--- config.mk ---
export PLATFORM = sky130hd
export DESIGN_NAME = rps_top
export DESIGN_NICKNAME = d
export VERILOG_FILES = /design/src/rps_pkg.sv /design/src/rps_if.sv /design/src/rps_divider.sv /design/src/rps_top.sv
export VERILOG_INCLUDE_DIRS = /design/src
export SDC_FILE = /design/constraint.sdc
export NUM_CORES = 1
export LEC_CHECK = 0
export BUFFER_PORTS_ARGS = -buffer_cell sky130_fd_sc_hd__buf_2
export CORE_MARGIN = 3
export CORE_UTILIZATION = 30
export CTS_CLUSTER_SIZE = 20
export DETAILED_ROUTE_END_ITERATION = 6
export GPL_TIMING_DRIVEN = 0
export PLACE_DENSITY = 0.57
export RECOVER_POWER = 50
export SLEW_MARGIN = 0
export SYNTH_ARGS = -nofsm -noshare
export SYNTH_HDL_FRONTEND = slang
export SYNTH_SLANG_ARGS = --single-unit
--- constraint.sdc ---
create_clock -name CLK -period 3.01 [get_ports CLK]
set_input_delay 0.903 -clock CLK [delete_from_list [all_inputs] [get_ports CLK]]
set_output_delay 0.903 -clock CLK [all_outputs]
set_load 0.1 [all_outputs]
--- src/rps_map.svh ---
// Register offsets, field positions, reset values and counts of the ready pulse block
`ifndef RPS_MAP_SVH
`define RPS_MAP_SVH
// ****************************************************************
// Register byte offsets
// ****************************************************************
`define RPS_OFF_CTRL 8'h00
`define RPS_OFF_STATUS 8'h04
`define RPS_OFF_IRQ_EN 8'h08
`define RPS_OFF_IRQ_CLR 8'h0C
`define RPS_OFF_COUNT 8'h10
// ****************************************************************
// Control register fields
// ****************************************************************
`define RPS_CTRL_DRIVE 0
`define RPS_CTRL_EXTCLK 1
`define RPS_CTRL_EXTREF 2
`define RPS_CTRL_PRE_LO 3
`define RPS_CTRL_PRE_HI 4
`define RPS_CTRL_OSR_LO 5
`define RPS_CTRL_OSR_HI 7
`define RPS_CTRL_RST 8'h00
// ****************************************************************
// Event bits and counts
// ****************************************************************
`define RPS_EVT_START 0
`define RPS_EVT_END 1
`define RPS_OSR_MIN 32
`define RPS_SAMPLE_DIV 4
`define RPS_QUARTER_LAST 2'h3
`define RPS_PULSE_LAST 2'h1
`endif

--- src/rps_pkg.sv ---
// Types shared by the ready pulse block
package rps_pkg;
    typedef logic [31:0] rps_word_t;
    typedef logic [7:0] rps_addr_t;
    typedef logic [1:0] rps_pre_t;
    typedef logic [2:0] rps_osr_t;
    typedef enum logic {RPS_IDLE, RPS_PULSE} rps_pulse_t;
endpackage

--- src/rps_if.sv ---
// Link between the control top and the clock divider chain
interface rps_if #(parameter int CNT_W = 12);
    logic master_tick;
    rps_pkg::rps_pre_t prescale_sel;
    rps_pkg::rps_osr_t ratio_sel;
    logic ready_start;
    logic ready_end;
    logic ready_active;
    logic [CNT_W-1:0] sample_count;
    modport ctl (output master_tick, prescale_sel, ratio_sel,
                 input ready_start, ready_end, ready_active, sample_count);
    modport div (input master_tick, prescale_sel, ratio_sel,
                 output ready_start, ready_end, ready_active, sample_count);
endinterface

--- src/rps_divider.sv ---
// Prescaler, divide by four and ratio counter that time the ready pulse
`include "rps_map.svh"
module rps_divider #(parameter int CNT_W = 12) (
    input wire logic clk,
    input wire logic reset_n,
    rps_if.div lnk
);
    import rps_pkg::*;
    logic [2:0] pre_cnt, next_pre_cnt, pre_last;
    logic [1:0] quarter, next_quarter;
    logic [CNT_W-1:0] ratio_cnt, next_ratio_cnt, ratio_last;
    rps_pulse_t state, next_state;
    logic analog_core_clock_tick, sample_tick, wrap;

    // Counter must hold the largest ratio
    if (CNT_W < 12) begin : g_chk
        $error("rps_divider: CNT_W below 12 cannot count a ratio of 4096");
    end

    // ****************************************************************
    // Next-state logic
    // ****************************************************************
    always_comb begin
        pre_last = 3'((4'h1 << lnk.prescale_sel) - 4'h1);
        ratio_last = CNT_W'((`RPS_OSR_MIN << lnk.ratio_sel) - 1);
        // Greater-or-equal so a smaller setting never strands a count
        analog_core_clock_tick = lnk.master_tick && (pre_cnt >= pre_last);
        sample_tick = analog_core_clock_tick && (quarter == `RPS_QUARTER_LAST);
        wrap = sample_tick && (ratio_cnt >= ratio_last);
        next_pre_cnt = pre_cnt;
        if (lnk.master_tick) begin
            next_pre_cnt = analog_core_clock_tick ? 3'h0 : 3'(pre_cnt + 3'h1);
        end
        next_quarter = analog_core_clock_tick ? 2'(quarter + 2'h1) : quarter;
        next_ratio_cnt = ratio_cnt;
        if (sample_tick) begin
            next_ratio_cnt = wrap ? '0 : CNT_W'(ratio_cnt + 1'b1);
        end
        next_state = state;
        case (state)
            RPS_IDLE: begin
                if (wrap) begin
                    next_state = RPS_PULSE;
                end
            end
            RPS_PULSE: begin
                // Two analog ticks: half a sample period
                if (analog_core_clock_tick && quarter == `RPS_PULSE_LAST) begin
                    next_state = RPS_IDLE;
                end
            end
            default: next_state = RPS_IDLE;
        endcase
    end

    // Register the chain
    always_ff @(posedge clk or negedge reset_n) begin
        if (!reset_n) begin
            pre_cnt <= 3'h0;
            quarter <= 2'h0;
            ratio_cnt <= '0;
            state <= RPS_IDLE;
        end else begin
            pre_cnt <= next_pre_cnt;
            quarter <= next_quarter;
            ratio_cnt <= next_ratio_cnt;
            state <= next_state;
        end
    end

    // Results toward the top
    assign lnk.ready_start = wrap;
    assign lnk.ready_end = (state == RPS_PULSE) && (next_state == RPS_IDLE);
    assign lnk.ready_active = (state == RPS_PULSE);
    assign lnk.sample_count = ratio_cnt;
endmodule // rps_divider

--- src/rps_top.sv ---
// Ready pulse generator with clock source, prescale and reference selection
// Operation
// Idle ready pin driven high when drive select set, else released; released at reset.
// Every finished conversion gives one low pulse on the ready pin.
// Low pulse lasts exactly half of one sample clock period.
// Pulses repeat once per output rate clock period.
// Pulse timed from the master clock with a fixed unchanging width.
// Pulse is never latched and ignores host reads or serial activity.
// Width and period depend only on master clock, ratio and prescale.
// External clock select stops the oscillator and uses the input pin directly.
// Clock select clear, the default, runs the crystal oscillator.
// External reference select disables the internal reference.
// Reference select clear, the default, enables internal reference and its switch.
// Analog core clock is the master clock divided by the prescale factor.
// Prescale code 00,01,10,11 divides by 1,2,4,8; default 1.
// Sample clock is the analog core clock divided by four.
// Output rate clock is the sample clock divided by the ratio.
// Ratio counter wraps to start the pulse; reset clears it and idles.
//
// Local design decisions: the register addresses and the APB register port.
`include "rps_map.svh"
module rps_top #(parameter int CNT_W = 12) (
    input wire logic CLK,
    input wire logic RESET_N,
    input wire logic PSEL,
    input wire logic PENABLE,
    input wire logic PWRITE,
    input rps_pkg::rps_addr_t PADDR,
    input rps_pkg::rps_word_t PWDATA,
    output rps_pkg::rps_word_t PRDATA,
    output logic PREADY,
    output logic PSLVERR,
    input wire logic OSC_IN,
    output logic OSC_OUT,
    output logic OSC_AMP_EN,
    output logic REF_INT_EN,
    output logic REF_SWITCH_ON,
    output logic DATA_READY_N_O,
    output logic DATA_READY_N_OE,
    output logic IRQ
);
    import rps_pkg::*;

    localparam int EVT_W = 2;

    // ****************************************************************
    // Declarations
    // ****************************************************************
    // Control register and its decoded fields
    logic [7:0] ctrl, next_ctrl;
    logic drive_sel;
    logic ext_clock_sel;
    logic ext_reference_sel;
    rps_pre_t analog_core_clock_divider_sel;
    rps_osr_t decimation_ratio;

    // Interrupt state
    logic [EVT_W-1:0] status, next_status;
    logic [EVT_W-1:0] irq_en, next_irq_en;
    logic [EVT_W-1:0] event_hit;
    logic [EVT_W-1:0] clear_hit;

    // Bus state
    logic next_pready;
    logic next_pslverr;
    rps_word_t next_prdata;
    logic access;
    logic wr_take;
    logic addr_ok;

    // Clock source state
    logic osc_prev, next_osc_prev;
    logic master_tick;

    // Pin state
    logic next_ready_n_o;
    logic next_ready_n_oe;
    logic next_irq;
    logic next_osc_out;
    logic next_osc_amp_en;
    logic next_ref_int_en;
    logic next_ref_switch_on;

    rps_if #(.CNT_W(CNT_W)) lnk ();

    // ****************************************************************
    // Helper functions
    // ****************************************************************
    // Word address match, used by both read and write decode
    function automatic logic reg_hit(input rps_addr_t addr, input rps_addr_t off);
        reg_hit = (addr[7:2] == off[7:2]);
    endfunction

    // Map a register address to whether it exists
    function automatic logic reg_known(input rps_addr_t addr);
        reg_known = reg_hit(addr, `RPS_OFF_CTRL) || reg_hit(addr, `RPS_OFF_STATUS) ||
                    reg_hit(addr, `RPS_OFF_IRQ_EN) || reg_hit(addr, `RPS_OFF_IRQ_CLR) ||
                    reg_hit(addr, `RPS_OFF_COUNT);
    endfunction

    // ****************************************************************
    // Field decode
    // ****************************************************************
    // Control fields steer the clock chain and the pins
    assign drive_sel = ctrl[`RPS_CTRL_DRIVE];
    assign ext_clock_sel = ctrl[`RPS_CTRL_EXTCLK];
    assign ext_reference_sel = ctrl[`RPS_CTRL_EXTREF];
    assign analog_core_clock_divider_sel = ctrl[`RPS_CTRL_PRE_HI:`RPS_CTRL_PRE_LO];
    assign decimation_ratio = ctrl[`RPS_CTRL_OSR_HI:`RPS_CTRL_OSR_LO];

    // ****************************************************************
    // Master clock source
    // ****************************************************************
    // Crystal mode ticks every cycle; external mode ticks on pin rising edges
    always_comb begin
        next_osc_prev = OSC_IN;
        if (ext_clock_sel) begin
            master_tick = OSC_IN && !osc_prev;
        end else begin
            master_tick = 1'b1;
        end
    end

    // Previous pin level for edge detection
    always_ff @(posedge CLK or negedge RESET_N) begin
        if (!RESET_N) begin
            osc_prev <= 1'b0;
        end else begin
            osc_prev <= next_osc_prev;
        end
    end

    // ****************************************************************
    // Divider chain
    // ****************************************************************
    // Only the clock source and the two divide settings reach the chain
    assign lnk.master_tick = master_tick;
    assign lnk.prescale_sel = analog_core_clock_divider_sel;
    assign lnk.ratio_sel = decimation_ratio;

    rps_divider #(.CNT_W(CNT_W)) u_div (
        .clk(CLK),
        .reset_n(RESET_N),
        .lnk(lnk.div)
    );

    // ****************************************************************
    // APB slave
    // ****************************************************************
    // Answer one cycle into the access phase; unmapped words raise PSLVERR
    always_comb begin
        access = PSEL && PENABLE;
        wr_take = access && PREADY && PWRITE;
        addr_ok = reg_known(PADDR);
        next_pready = access && !PREADY;
        next_pslverr = access && !PREADY && !addr_ok;
        next_prdata = '0;
        if (access && !PREADY && !PWRITE) begin
            if (reg_hit(PADDR, `RPS_OFF_CTRL)) begin
                next_prdata = {24'h000000, ctrl};
            end else if (reg_hit(PADDR, `RPS_OFF_STATUS)) begin
                next_prdata = {30'h0, status};
            end else if (reg_hit(PADDR, `RPS_OFF_IRQ_EN)) begin
                next_prdata = {30'h0, irq_en};
            end else if (reg_hit(PADDR, `RPS_OFF_COUNT)) begin
                // Counter value and pulse phase show the chain's own state
                // Counter field is twelve bits wide whatever CNT_W is
                next_prdata = {15'h0, lnk.ready_active, 4'h0, 12'(lnk.sample_count)};
            end else begin
                next_prdata = '0;
            end
        end
    end

    // Bus answer registers
    always_ff @(posedge CLK or negedge RESET_N) begin
        if (!RESET_N) begin
            PREADY <= 1'b0;
            PSLVERR <= 1'b0;
            PRDATA <= 32'h00000000;
        end else begin
            PREADY <= next_pready;
            PSLVERR <= next_pslverr;
            PRDATA <= next_prdata;
        end
    end

    // ****************************************************************
    // Configuration registers
    // ****************************************************************
    // Writes land at the edge that completes the access
    always_comb begin
        next_ctrl = ctrl;
        next_irq_en = irq_en;
        if (wr_take && reg_hit(PADDR, `RPS_OFF_CTRL)) begin
            next_ctrl = PWDATA[7:0];
        end
        if (wr_take && reg_hit(PADDR, `RPS_OFF_IRQ_EN)) begin
            next_irq_en = PWDATA[EVT_W-1:0];
        end
    end

    // Configuration flops; reset leaves every select at its default
    always_ff @(posedge CLK or negedge RESET_N) begin
        if (!RESET_N) begin
            ctrl <= `RPS_CTRL_RST;
            irq_en <= '0;
        end else begin
            ctrl <= next_ctrl;
            irq_en <= next_irq_en;
        end
    end

    // ****************************************************************
    // Interrupt status
    // ****************************************************************
    // Events from the chain and write-one-to-clear requests
    always_comb begin
        event_hit = '0;
        event_hit[`RPS_EVT_START] = lnk.ready_start;
        event_hit[`RPS_EVT_END] = lnk.ready_end;
        clear_hit = '0;
        if (wr_take && reg_hit(PADDR, `RPS_OFF_IRQ_CLR)) begin
            clear_hit = PWDATA[EVT_W-1:0];
        end
    end

    // Sticky bits; a new event beats a clear in the same cycle
    for (genvar i = 0; i < EVT_W; i++) begin : g_evt
        always_comb begin
            if (event_hit[i]) begin
                next_status[i] = 1'b1;
            end else if (clear_hit[i]) begin
                next_status[i] = 1'b0;
            end else begin
                next_status[i] = status[i];
            end
        end
    end

    // Status flops
    always_ff @(posedge CLK or negedge RESET_N) begin
        if (!RESET_N) begin
            status <= '0;
        end else begin
            status <= next_status;
        end
    end

    // ****************************************************************
    // Pin drive
    // ****************************************************************
    // Ready pin level follows the chain alone, never a bus access; drive select also sets its idle drive
    always_comb begin
        next_ready_n_o = !lnk.ready_active;
        // Low pulse always driven; idle high only when drive select set
        next_ready_n_oe = drive_sel || lnk.ready_active;
        next_irq = |(status & irq_en);
        // Oscillator amplifier runs only in crystal mode
        next_osc_amp_en = !ext_clock_sel;
        next_osc_out = !ext_clock_sel && !OSC_IN;
        next_ref_int_en = !ext_reference_sel;
        next_ref_switch_on = !ext_reference_sel;
    end

    // Output flops; ready pin released and high during reset
    always_ff @(posedge CLK or negedge RESET_N) begin
        if (!RESET_N) begin
            DATA_READY_N_O <= 1'b1;
            DATA_READY_N_OE <= 1'b0;
            IRQ <= 1'b0;
            OSC_AMP_EN <= 1'b1;
            OSC_OUT <= 1'b0;
            REF_INT_EN <= 1'b1;
            REF_SWITCH_ON <= 1'b1;
        end else begin
            DATA_READY_N_O <= next_ready_n_o;
            DATA_READY_N_OE <= next_ready_n_oe;
            IRQ <= next_irq;
            OSC_AMP_EN <= next_osc_amp_en;
            OSC_OUT <= next_osc_out;
            REF_INT_EN <= next_ref_int_en;
            REF_SWITCH_ON <= next_ref_switch_on;
        end
    end
endmodule // rps_top

After elaboration in Yosys (flattened, before gate mapping)
Index checks and enable logic that the tools add are counted.

Bits in registers: 71. Output and inout bits: 41.

$add $sub $neg: 5. $lt $le $gt $ge: 2. Equality and inequality tests: 6. Shift operators: 2. Muxes and demuxes: 16. Bitwise gates (word level): 3. Reduce and logical (&&, ||, !) cells: 33.

Operator list (count): 2-to-1 mux 17 bit (4); 2-to-1 mux 32 bit (1); logical AND 1 bit (16); adder 12 x 1 -> 12 bit, second input constant (1); equality test 6 x 2 -> 1 bit, second input constant (2); >= comparator 12 bit (1); 2-to-1 mux 12 bit (1); left shift 6 x 3 -> 12 bit, first input constant (1); subtractor 12 x 2 -> 12 bit, second input constant (1); zero test 1 bit (8); 2-to-1 mux 1 bit (7); equality test 6 x 1 -> 1 bit, second input constant (1); equality test 6 x 3 -> 1 bit, second input constant (1); zero test 6 bit (1); logical OR 1 bit (5); nonzero test 2 bit (2); adder 3 x 1 -> 3 bit, second input constant (1); >= comparator 3 bit (1); 2-to-1 mux 3 bit (1); left shift 1 x 2 -> 3 bit, first input constant (1); subtractor 3 x 1 -> 3 bit, second input constant (1); adder 2 x 1 -> 2 bit, second input constant (1); bitwise AND 2 bit (1); equality test 2 x 1 -> 1 bit, second input constant (1); other kinds (5) (6).

Logic depth before layout (Yosys ltp)
Gate-level depths: netlist of run 1.

Depth after elaboration: 11. Depth in mapped cells: 9. Depth with buffers taken out: 7.

Cells and area by module
A second synthesis of run 1 with hierarchy kept.

Cells, all modules: 273. Area, all modules: 2876.5 um^2.

By module, submodules not included: rps_top (times used 1, cells each 126, area an instance 1545.2 um^2, seq. area each 854.6 um^2); rps_divider (times used 1, cells each 147, area an instance 1331.3 um^2, seq. area each 450.4 um^2).

Least setup slack after synthesis of run 1
Ideal clock, no wire load.

Kind: register -> output. Start point: register REF_SWITCH_ON. End point: output REF_SWITCH_ON. Arrival time: 1.217 ns. Data required time: 2.107 ns. Setup slack: 0.890 ns. Stages on the path, launching flop included: 2. Cells stage by stage: dfstp_2 buf_4.

RTL lines: start, declared (line rps_top.sv:37) `output logic REF_SWITCH_ON,`; start signal, assigned (line rps_top.sv:283) `REF_SWITCH_ON <= next_ref_switch_on;`.

No word-level cell between the ends.

Final worst setup path of run 1
Start point: register ctrl[4]. End point: register u_div.ratio_cnt[10] (netlist: u_div.lnk.sample_count[10]).

Word-level cells in the longest chain between the ends: 7.

Ends and longest elaborated chain: start, declared (line rps_top.sv:50) `logic [7:0] ctrl, next_ctrl;`; start signal, assigned (line rps_top.sv:206) `` ctrl <= `RPS_CTRL_RST; ``; start signal, assigned (line rps_top.sv:209) `ctrl <= next_ctrl;`; left shift 1 x 2 -> 3 bit (*) (line rps_divider.sv:24) `pre_last = 3'((4'h1 << lnk.prescale_sel) - 4'h1);`; subtractor 3 x 1 -> 3 bit (*) (line rps_divider.sv:24); >= comparator 3 bit (*) (line rps_divider.sv:27) `analog_core_clock_tick = lnk.master_tick && (pre_cnt >= pre_last);`; logical AND 1 bit (*) (line rps_divider.sv:27); logical AND 1 bit (*) (line rps_divider.sv:28) `` sample_tick = analog_core_clock_tick && (quarter == `RPS_QUARTER_LAST); ``; logical AND 1 bit (line rps_divider.sv:29) `wrap = sample_tick && (ratio_cnt >= ratio_last);`; 2-to-1 mux 12 bit (line rps_divider.sv:37) `next_ratio_cnt = wrap ? '0 : CNT_W'(ratio_cnt + 1'b1);`; end signal, assigned (line rps_divider.sv:66) `ratio_cnt <= next_ratio_cnt;`; end, declared (line rps_divider.sv:11) `logic [CNT_W-1:0] ratio_cnt, next_ratio_cnt, ratio_last;`.

Mark *: on every way between the ends. The rest lies on a longest branch, timed or not. A chain may end at the register's enable or synchronous reset.

==> results of run 1 <==
## report_power, final
part | leakage (nW) | internal, mW | switching (mW)
Clock | 0.0511 | 0.176 | 0.268
Combinational | 0.976 | 0.220 | 0.489
Sequential | 0.684 | 0.768 | 0.0634
## cell type report
| class | count | area (µm²) |
|---|---|---|
| Buffer | 29 | 204 |
| Inverter | 16 | 60.1 |
| Fill cell | 884 | 5540 |
| Sequential cell | 52 | 1310 |
| Clock buffer | 5 | 68.8 |
| Multi-Input combinational cell | 169 | 1240 |
| Clock inverter | 3 | 28.8 |
| Tap cell | 108 | 135 |
| Timing Repair Buffer | 42 | 223 |
## state kept, by name, indices dropped and copies added, names as in the netlist, 2 cells and up
signal	flops
irq_en	2
PRDATA	13
status	2
u_div.lnk.sample_count	12
u_div.pre_cnt	3
ctrl	8
u_div.quarter	2
## routing by layer
layer	wire (µm)	up-vias	share of wire (%)
met5	0	-	0
met3	276	6	4.8
met2	2610	55	45
met1	2790	967	48
met4	78	0	1.4
li1	-	980	-
## through the flow
stage / total power, mW / cells / hold WS [ns] / util (%)
after floorplan: 1.40 / 266 / 0.379 / -
after global placement: 1.54 / 415 / 0.421 / 35.8
after detailed placement: 1.55 / 415 / 0.438 / 35.8
after CTS: 2.01 / 423 / 0.453 / 36.9
after global routing: 2.11 / 424 / 0.471 / 37.1
final: 1.98 / 424 / 0.444 / 37.1
## worst max-delay path, cell delays in order, from the launching register on
cell and delay, ns:
dfrtp_1 0.43, or2_2 0.31, ha_1 0.27, nor2b_1 0.04, o21ai_0 0.46, and3_1 0.29
buf_2 0.24, o32ai_1 0.12, a41o_1 0.21
## cell usage after synthesis (2+ instances only)
cell type / instances / share of area, %
o31ai_1: 10 / 2.7
nand3b_1: 2 / 0.55
nor2b_1: 11 / 2.5
or2_2: 2 / 0.46
nand3_1: 5 / 0.91
dfrtp_1: 49 / 45
a21o_1: 2 / 0.55
buf_6: 2 / 0.82
nand2b_1: 3 / 0.68
and4_1: 3 / 0.96
and3_1: 10 / 2.3
inv_1: 15 / 2.1
nor3_2: 3 / 1.1
clkbuf_1: 3 / 0.41
a22o_1: 15 / 4.8
nor2_1: 3 / 0.41
o21ai_0: 10 / 1.8
a41o_1: 2 / 0.73
o32ai_1: 2 / 0.64
ha_1: 14 / 6.4
o22ai_1: 4 / 0.91
and2_1: 6 / 1.4
dfstp_2: 3 / 2.9
buf_4: 20 / 5.5
o2111a_1: 2 / 0.82
nand2_1: 9 / 1.2
mux2_1: 10 / 4.1
buf_2: 4 / 0.73
a21oi_1: 4 / 0.73
## logic make-up (layout without fill, tap and decap cells)
group	Yosys count	in the layout	share of synthesized area (%)
other cells	1	19	0.137
xor+xnor	1	1	0.319
simple gates	67	67	15.5
fa+ha+maj	14	14	6.38
buf+inv	45	95	9.62
mux	11	11	4.51
compound gates	57	57	16.0
flops	52	52	47.6
## cells in the final DEF (no fill, tap or decap), drive strengths merged
cell type	netlist	routed
buf	26	66
dfrtp	49	49
conb	1	19
inv	16	19
a22o	15	15
ha	14	14
o21ai	12	12
nor2b	11	11
and3	11	11
mux2	11	11
o31ai	10	10
clkbuf	3	10
nand2	9	9
and2	6	6
nand3	6	6
a21oi	5	5
o22ai	4	4
nor2	4	4
nor3	4	4
dfstp	3	3
nand2b	3	3
and4	3	3
or2	2	2
nand3b	2	2
o2111a	2	2
a21o	2	2
o32ai	2	2
a41o	2	2
or3	1	1
nor4	1	1
nor4b	1	1
nand4	1	1
a211oi	1	1
o21bai	1	1
and4b	1	1
a211o	1	1
and2b	1	1
xnor2	1	1
## worst max path at each step
stage                                      end  slack (ns)  depth (start not counted)
floorplan                        REF_SWITCH_ON        0.89                          1
global placement                     PRDATA[7]        0.68                          5
detailed placement                   PRDATA[7]        0.68                          5
CTS                              REF_SWITCH_ON        0.74                          2
global route        u_div.lnk.sample_count[10]        0.31                          8
finish              u_div.lnk.sample_count[10]        0.55                          8
==> flow_summary.toml, run 1 <==
[min_path]
whs_path_depth = 1
hold_path_class = "flip-flop to flip-flop"
hold_start = "ctrl[2]"
hold-path-endpoint = "REF_SWITCH_ON"

[power_and_ir_drop]
vdd_ir_drop_max_mv = 0.242
power.density_nw_per_um2 = 608
leakagePower_nw = 1.71

[grt]
gr-usage-met1_pct = 15.5
grtUsageMet2_pct = 19.4
grt_pass1_vias = 1986
antenna_found_initial = 0
use_met3_pct = 1.86
track_usage_pct = 11.6
gr-total-overflow = 0
grt_max_degree = 53
grt_pass1_wl_mm = 9.52
busiest_layer = "met2"

[cts]
postCtsSetupBuffers = 0
cts_tree = "done"
cts-buffers-inserted = 5
root_buffer = "clkbuf_8"
hold_buffers = 0
cts_num_sinks = 52
cts-htree-levels = 2
cts_resized = 0
clkTransAtPathRegs_ns = 0.11
clk-insertion-delay-late_ns = 0.31
cts_max_path_buffers = 2

[die]
chipWidth_um = 102
row_count = 34
initial_utilization_pct = 31.2
fp.dieArea_um2 = 10300
boundaryPins = 87
core-area_um2 = 8810
die_height_um = 102

[sta]
setup_ws_ns = 0.549
slew_headroom_pct = -5.66
period_share_pct = 81.8
clock_skew_ns = 0.00915
finalHoldViolations = 0
tightest_slew_ns = 1.58
fmax_ghz = 0.406
rsz0062_at_grt = "no"
setup_viol = 0
fin_crit_ns = 2.46
slew_violations = 28
tns_ns = 0

[finish]
syn2layout_area_growth_pct = 18.9
drive_above_1_share_pct = 28.8
design_area_um2 = 3260
diodes = 0
nets = 375

[setup_path]
setup.worst_path.end_class = "flip-flop"
crit_start = "ctrl[4]"
crit_path_start_kind = "flip-flop"
rr_endpoint = "u_div.lnk.sample_count[10]"
rrSetupSlack_ns = 0.55
path_max_fanout = 10
worstSetupPathType = "flip-flop to flip-flop"
r2r_start = "ctrl[4]"
crit_required_ns = 3.23
r2r_cells = 8
arrival_ns = 2.68

[routing]
first_pass_iters = 4
drtIter0Drc = 62
totalWireLength_mm = 5.75
wl_per_cell_um = 13.6
vias = 2008
ant_nets = 0
via_per_inst = 4.74
route.detailed.drc = 0

[placement]
hpwl_mm = 4.18
gp_congestion = 0.743
pre_cts_ws_ns = 0.678
io_buffers = 41
placed_area_um2 = 3150

[synthesis]
syn_inst = 248
synth-seq-cells = 52
yosysSeqAreaShare_pct = 47.6
ys_types = 49
syn_area_per_cell_um2 = 11.1
synth_ff_type = "dfrtp_1"
syn_area_um2 = 2740
synth_edf_count = 0
yosys_warnings = 0
ys_async_sr_fraction_pct = 100

[flow_run]
drv_cap = 1

[status]
violations = "capacitance limit, slew limit"
status = "finished with violations"
Note: power is estimated with default switching activity, not from simulation.
==> run 2, diff against run 1 <==
PLACE_DENSITY = 0.59   (was 0.57)
clock period = 2.18 ns   (was 3.01 ns; I/O delays follow)
==> flow_summary.toml, run 2 (synthesized netlist as in run 1, its figures left out) <==
[status]
status = "complete, no violations"

[routing]
ant_nets = 0
wl_per_cell_um = 13.5
route.detailed.drc = 0
vias = 1976
totalWireLength_mm = 5.72
drtIter0Drc = 71
via_per_inst = 4.67
first_pass_iters = 4

[setup_path]
arrival_ns = 2.32
crit_family = "simple AND/OR/NAND/NOR gates"
cpPeakStageDelay_ns = 0.42
rr_endpoint = "u_div.lnk.sample_count[10]"
setup.worst_path.end_class = "flip-flop"
path_max_fanout = 10
r2r_start = "ctrl[4]"
worstSetupPathType = "flip-flop to flip-flop"
crit_required_ns = 2.38
r2r_cells = 8
crit_path_start_kind = "flip-flop"
path_cells = "or2_2 -> ha_1 -> nor2b_1 -> o21ai_2 -> and3_1 -> buf_4 -> o32ai_1 -> a41o_1"
rrSetupSlack_ns = 0.06
crit_buf_inv = 1
slowest_stage = "dfrtp_1"

[sta]
setup_viol = 0
clock_skew_ns = 0.0115
slew_headroom_pct = 11.9
slew_violations = 0
period_share_pct = 97.3
fin_crit_ns = 2.12
fmax_ghz = 0.472
tns_ns = 0
finalHoldViolations = 0
tightest_slew_ns = 1.32

[die]
row_count = 34
initial_utilization_pct = 31.2
chipWidth_um = 102
fp.dieArea_um2 = 10300
die_height_um = 102
boundaryPins = 87
core-area_um2 = 8810

[cts]
clkTransAtPathRegs_ns = 0.10
clk-insertion-delay-late_ns = 0.31
root_buffer = "clkbuf_8"
cts-buffers-inserted = 5
cts_tree = "done"
cts-htree-levels = 2
hold_buffers = 0
cts_num_sinks = 52
cts_max_path_buffers = 2

[grt]
grt_pass1_wl_mm = 9.50
antenna_found_initial = 0
grt_pass1_vias = 1962
track_usage_pct = 11.6
grt_max_degree = 53
gr-total-overflow = 0

[power_and_ir_drop]
vdd_ir_drop_max_mv = 0.310
leakagePower_nw = 1.70
power.density_nw_per_um2 = 833

[finish]
largest_reg_flops = 13
nets = 374
diodes = 0
final_cell_mix = "47 x dfrtp_1, 41 x buf_2, 23 x buf_4, 19 x conb_1"
drive_above_1_share_pct = 30.8
regMostFlops = "PRDATA"
mostFrequentLayoutCell = "dfrtp_1"
finalNonFillerCells = 423
finalCoreUtilization_pct = 37.1
syn2layout_area_growth_pct = 19.0

[flow_run]
drv_cap = 0

[placement]
io_buffers = 41
hpwl_mm = 4.23
place_inst = 415
gp_congestion = 0.754

[min_path]
hold_start = "ctrl[2]"
hold_path_class = "flip-flop to flip-flop"
hold-path-endpoint = "REF_SWITCH_ON"
whs_path_depth = 1
## run 2: cell count changes in the layout (fill, tap and decap cells not counted), sizes merged
cell,previous run,this run
clkbuf,10,9
clkinvlp,0,1
inv,19,18
## run 2: repair_timing
item	CTS	global route
endpoints found under the setup margin	10	11
pin swaps	0	1
resized for setup	1	5
setup buffers	0	2
## run 2: layout make-up
type	instances	area, µm²
well taps	108	135
clock inverters	3	25.0
fillers	897	5540
plain buffers	27	199
multi-input cells	169	1250
flip-flops and latches	52	1310
repair buffers	43	218
clock buffers	5	68.8
inverters	16	60.1
## run 2: layer usage
metal / global-route usage [%] / up-vias / share of wire (%)
met1: 15.8 / 931 / 48
met5: 0 / - / 0
met4: 3.27 / 0 / 0.84
li1: - / 987 / -
met3: 2.41 / 2 / 4.7
met2: 18.8 / 56 / 46
## run 2: where the power goes
part / leakage, nW / switching, mW / internal, mW / total [mW]
clock network: 0.0452 / 0.341 / 0.235 / 0.575
logic: 0.979 / 0.681 / 0.316 / 0.996
registers: 0.680 / 0.0881 / 1.06 / 1.15
total: 1.70 / 1.11 / 1.61 / 2.72
## run 2: per-stage QoR
step	hold WS, ns	setup WS (ns)	cell area [µm²]	power, mW
after detailed placement	0.436	-0.0723	3150	2.14
after global routing	0.476	-0.0235	3270	2.91
after floorplan	0.358	0.127	2810	1.93
after CTS	0.454	0.000643	3240	2.76
after global placement	0.429	0.0112	3150	2.12
final	0.439	0.0595	3270	2.72
## run 2: how the worst max path moves through the flow
stage,depth (start not counted),to,slack (ns),from
after detailed placement,8,u_div.lnk.sample_count[9],-0.07,ctrl[7]
after floorplan,4,irq_en[0],0.13,PREADY
after CTS,8,u_div.lnk.sample_count[10],0.0006,ctrl[4]
final,8,u_div.lnk.sample_count[10],0.06,ctrl[4]
after global routing,8,u_div.lnk.sample_count[10],-0.02,ctrl[4]
after global placement,8,u_div.lnk.sample_count[10],0.01,ctrl[4]
==> run 3, diff against run 2 <==
BUFFER_PORTS_ARGS = -buffer_cell sky130_fd_sc_hd__buf_4   (was -buffer_cell sky130_fd_sc_hd__buf_2)
==> flow_summary.toml, run 3 (synthesized netlist as in run 1, its figures left out) <==
[status]
status = "complete, no violations"

[power_and_ir_drop]
leakagePower_nw = 1.72
comb_power_share_pct = 37.8
power_mw = 2.75
p_sw_mw = 1.10
clockPowerShare_pct = 20.5
switching_share_pct = 40.0
p_int_mw = 1.65
power.density_nw_per_um2 = 817
vdd_ir_drop_max_mv = 0.300
p_seq_share_pct = 41.7

[routing]
dr.max_layer_used = "met4"
m1WireLength_mm = 2.70
via_per_inst = 4.64
met2_length_mm = 2.48
wl_per_cell_um = 13.2
route.detailed.drc = 0
route.met3.wl_um = 314
ant_nets = 0
vias = 1959
first_pass_iters = 4
totalWireLength_mm = 5.56
drtIter0Drc = 80

[grt]
grt_max_degree = 53
grt_pass1_wl_mm = 9.63
gr-total-overflow = 0
grt_pass1_vias = 1993
antenna_found_initial = 0
track_usage_pct = 11.8

[setup_path]
arrival_ns = 2.25
crit_family = "simple AND/OR/NAND/NOR gates"
path_cells = "or2_2 -> ha_1 -> nor2b_1 -> o21ai_2 -> and3_4 -> buf_6 -> o32ai_1 -> a41o_1"
r2r_start = "ctrl[4]"
slowest_stage = "dfrtp_1"
setup.worst_path.end_class = "flip-flop"
rr_endpoint = "u_div.lnk.sample_count[10]"
r2r_cells = 8
crit_path_start_kind = "flip-flop"
path_max_fanout = 10
cpPeakStageDelay_ns = 0.42
path_depth = 8
crit_buf_inv = 1
rrSetupSlack_ns = 0.14
worstSetupPathType = "flip-flop to flip-flop"
crit_required_ns = 2.39

[die]
boundaryPins = 87
initial_utilization_pct = 31.2
fp.dieArea_um2 = 10300
die_height_um = 102
row_count = 34
chipWidth_um = 102
core-area_um2 = 8810

[min_path]
hold-path-endpoint = "REF_SWITCH_ON"
whs_path_depth = 1
hold_start = "ctrl[2]"
hold_path_class = "flip-flop to flip-flop"

[sta]
finalHoldViolations = 0
fin_crit_ns = 2.04
setup_viol = 0
period_share_pct = 93.8
tightest_slew_ns = 1.29
setup_ws_ns = 0.136
clock_skew_ns = 0.0104
slew_violations = 0
slew_headroom_pct = 13.8
hold_slack_ns = 0.437
fmax_ghz = 0.489

[flow_run]
drv_cap = 0

[finish]
nets = 373
n_fill_cell = 866
drive_above_1_share_pct = 30.9
syn2layout_area_growth_pct = 22.6
finalCoreUtilization_pct = 38.2
final_cell_mix = "59 x buf_4, 47 x dfrtp_1, 19 x conb_1, 15 x inv_1, 15 x a22o_1"
largest_reg_flops = 13
mostFrequentLayoutCell = "buf_4"
regMostFlops = "PRDATA"
diodes = 0
design_area_um2 = 3360

[cts]
clkTransAtPathRegs_ns = 0.10
cts_max_path_buffers = 2
root_buffer = "clkbuf_8"
clk-insertion-delay-late_ns = 0.31
cts_tree = "done"
cts-buffers-inserted = 5
cts_num_sinks = 52
hold_buffers = 0
cts-htree-levels = 2

[placement]
io_buffers = 41
hpwl_mm = 4.12
gp_congestion = 0.752
pre_cts_ws_ns = -0.0115
placed_area_um2 = 3250
run 3: cell types whose count changed in the layout (fill, tap and decap cells not counted), sizes merged:
cell	delta
buf	-1
clkbuf	+1
clkinv	+1
inv	-2
run 3: metal layers:
metal / GRT usage [%] / vias to the layer above
met4: 3.37 / 0
met2: 18.7 / 51
met1: 16.2 / 923
met3: 2.55 / 5
li1: - / 980
met5: 0 / -
run 3: timing repair:
action                                  in CTS  in global routing
pin swaps                                    0                  1
setup buffers                                0                  1
gates resized for setup                      1                  8
endpoints found under the setup margin       9                 11
run 3: area by class of cell:
class                           instances  area, µm²  area share, %
Clock inverter                          2       16.3          0.483
Buffer                                 27        203           6.02
Multi-Input combinational cell        169       1260           37.6
Clock buffer                            6       72.6           2.16
Sequential cell                        52       1310           38.9
Inverter                               16       60.1           1.79
Tap cell                              108        135           4.02
Timing Repair Buffer                   42        307           9.11
run 3: how the worst max path moves through the flow:
stage | start | end | slack (ns)
after detailed placement | ctrl[7] | u_div.lnk.sample_count[4] | -0.01
after CTS | ctrl[4] | u_div.lnk.sample_count[10] | 0.01
final | ctrl[4] | u_div.lnk.sample_count[10] | 0.14
after global routing | ctrl[4] | u_div.lnk.sample_count[10] | -0.007
after global placement | ctrl[4] | u_div.lnk.sample_count[10] | 0.02
after floorplan | PREADY | irq_en[0] | 0.13
run 3: metrics by stage:
stage                     setup TNS (ns)  std cells
final                                  0        422
after global routing            -0.00688        422
after CTS                              0        421
after detailed placement         -0.0199        415
after global placement                 0        415
after floorplan                        0        266
run 3: power by group through the flow:
stage | combinational (mW) | sequential (mW) | clock [mW]
after floorplan | 0.638 | 1.29 | 0
after detailed placement | 0.997 | 1.17 | 0
after CTS | 1.00 | 1.15 | 0.597
after global placement | 0.976 | 1.17 | 0
final | 1.04 | 1.15 | 0.563
after global routing | 1.15 | 1.16 | 0.624
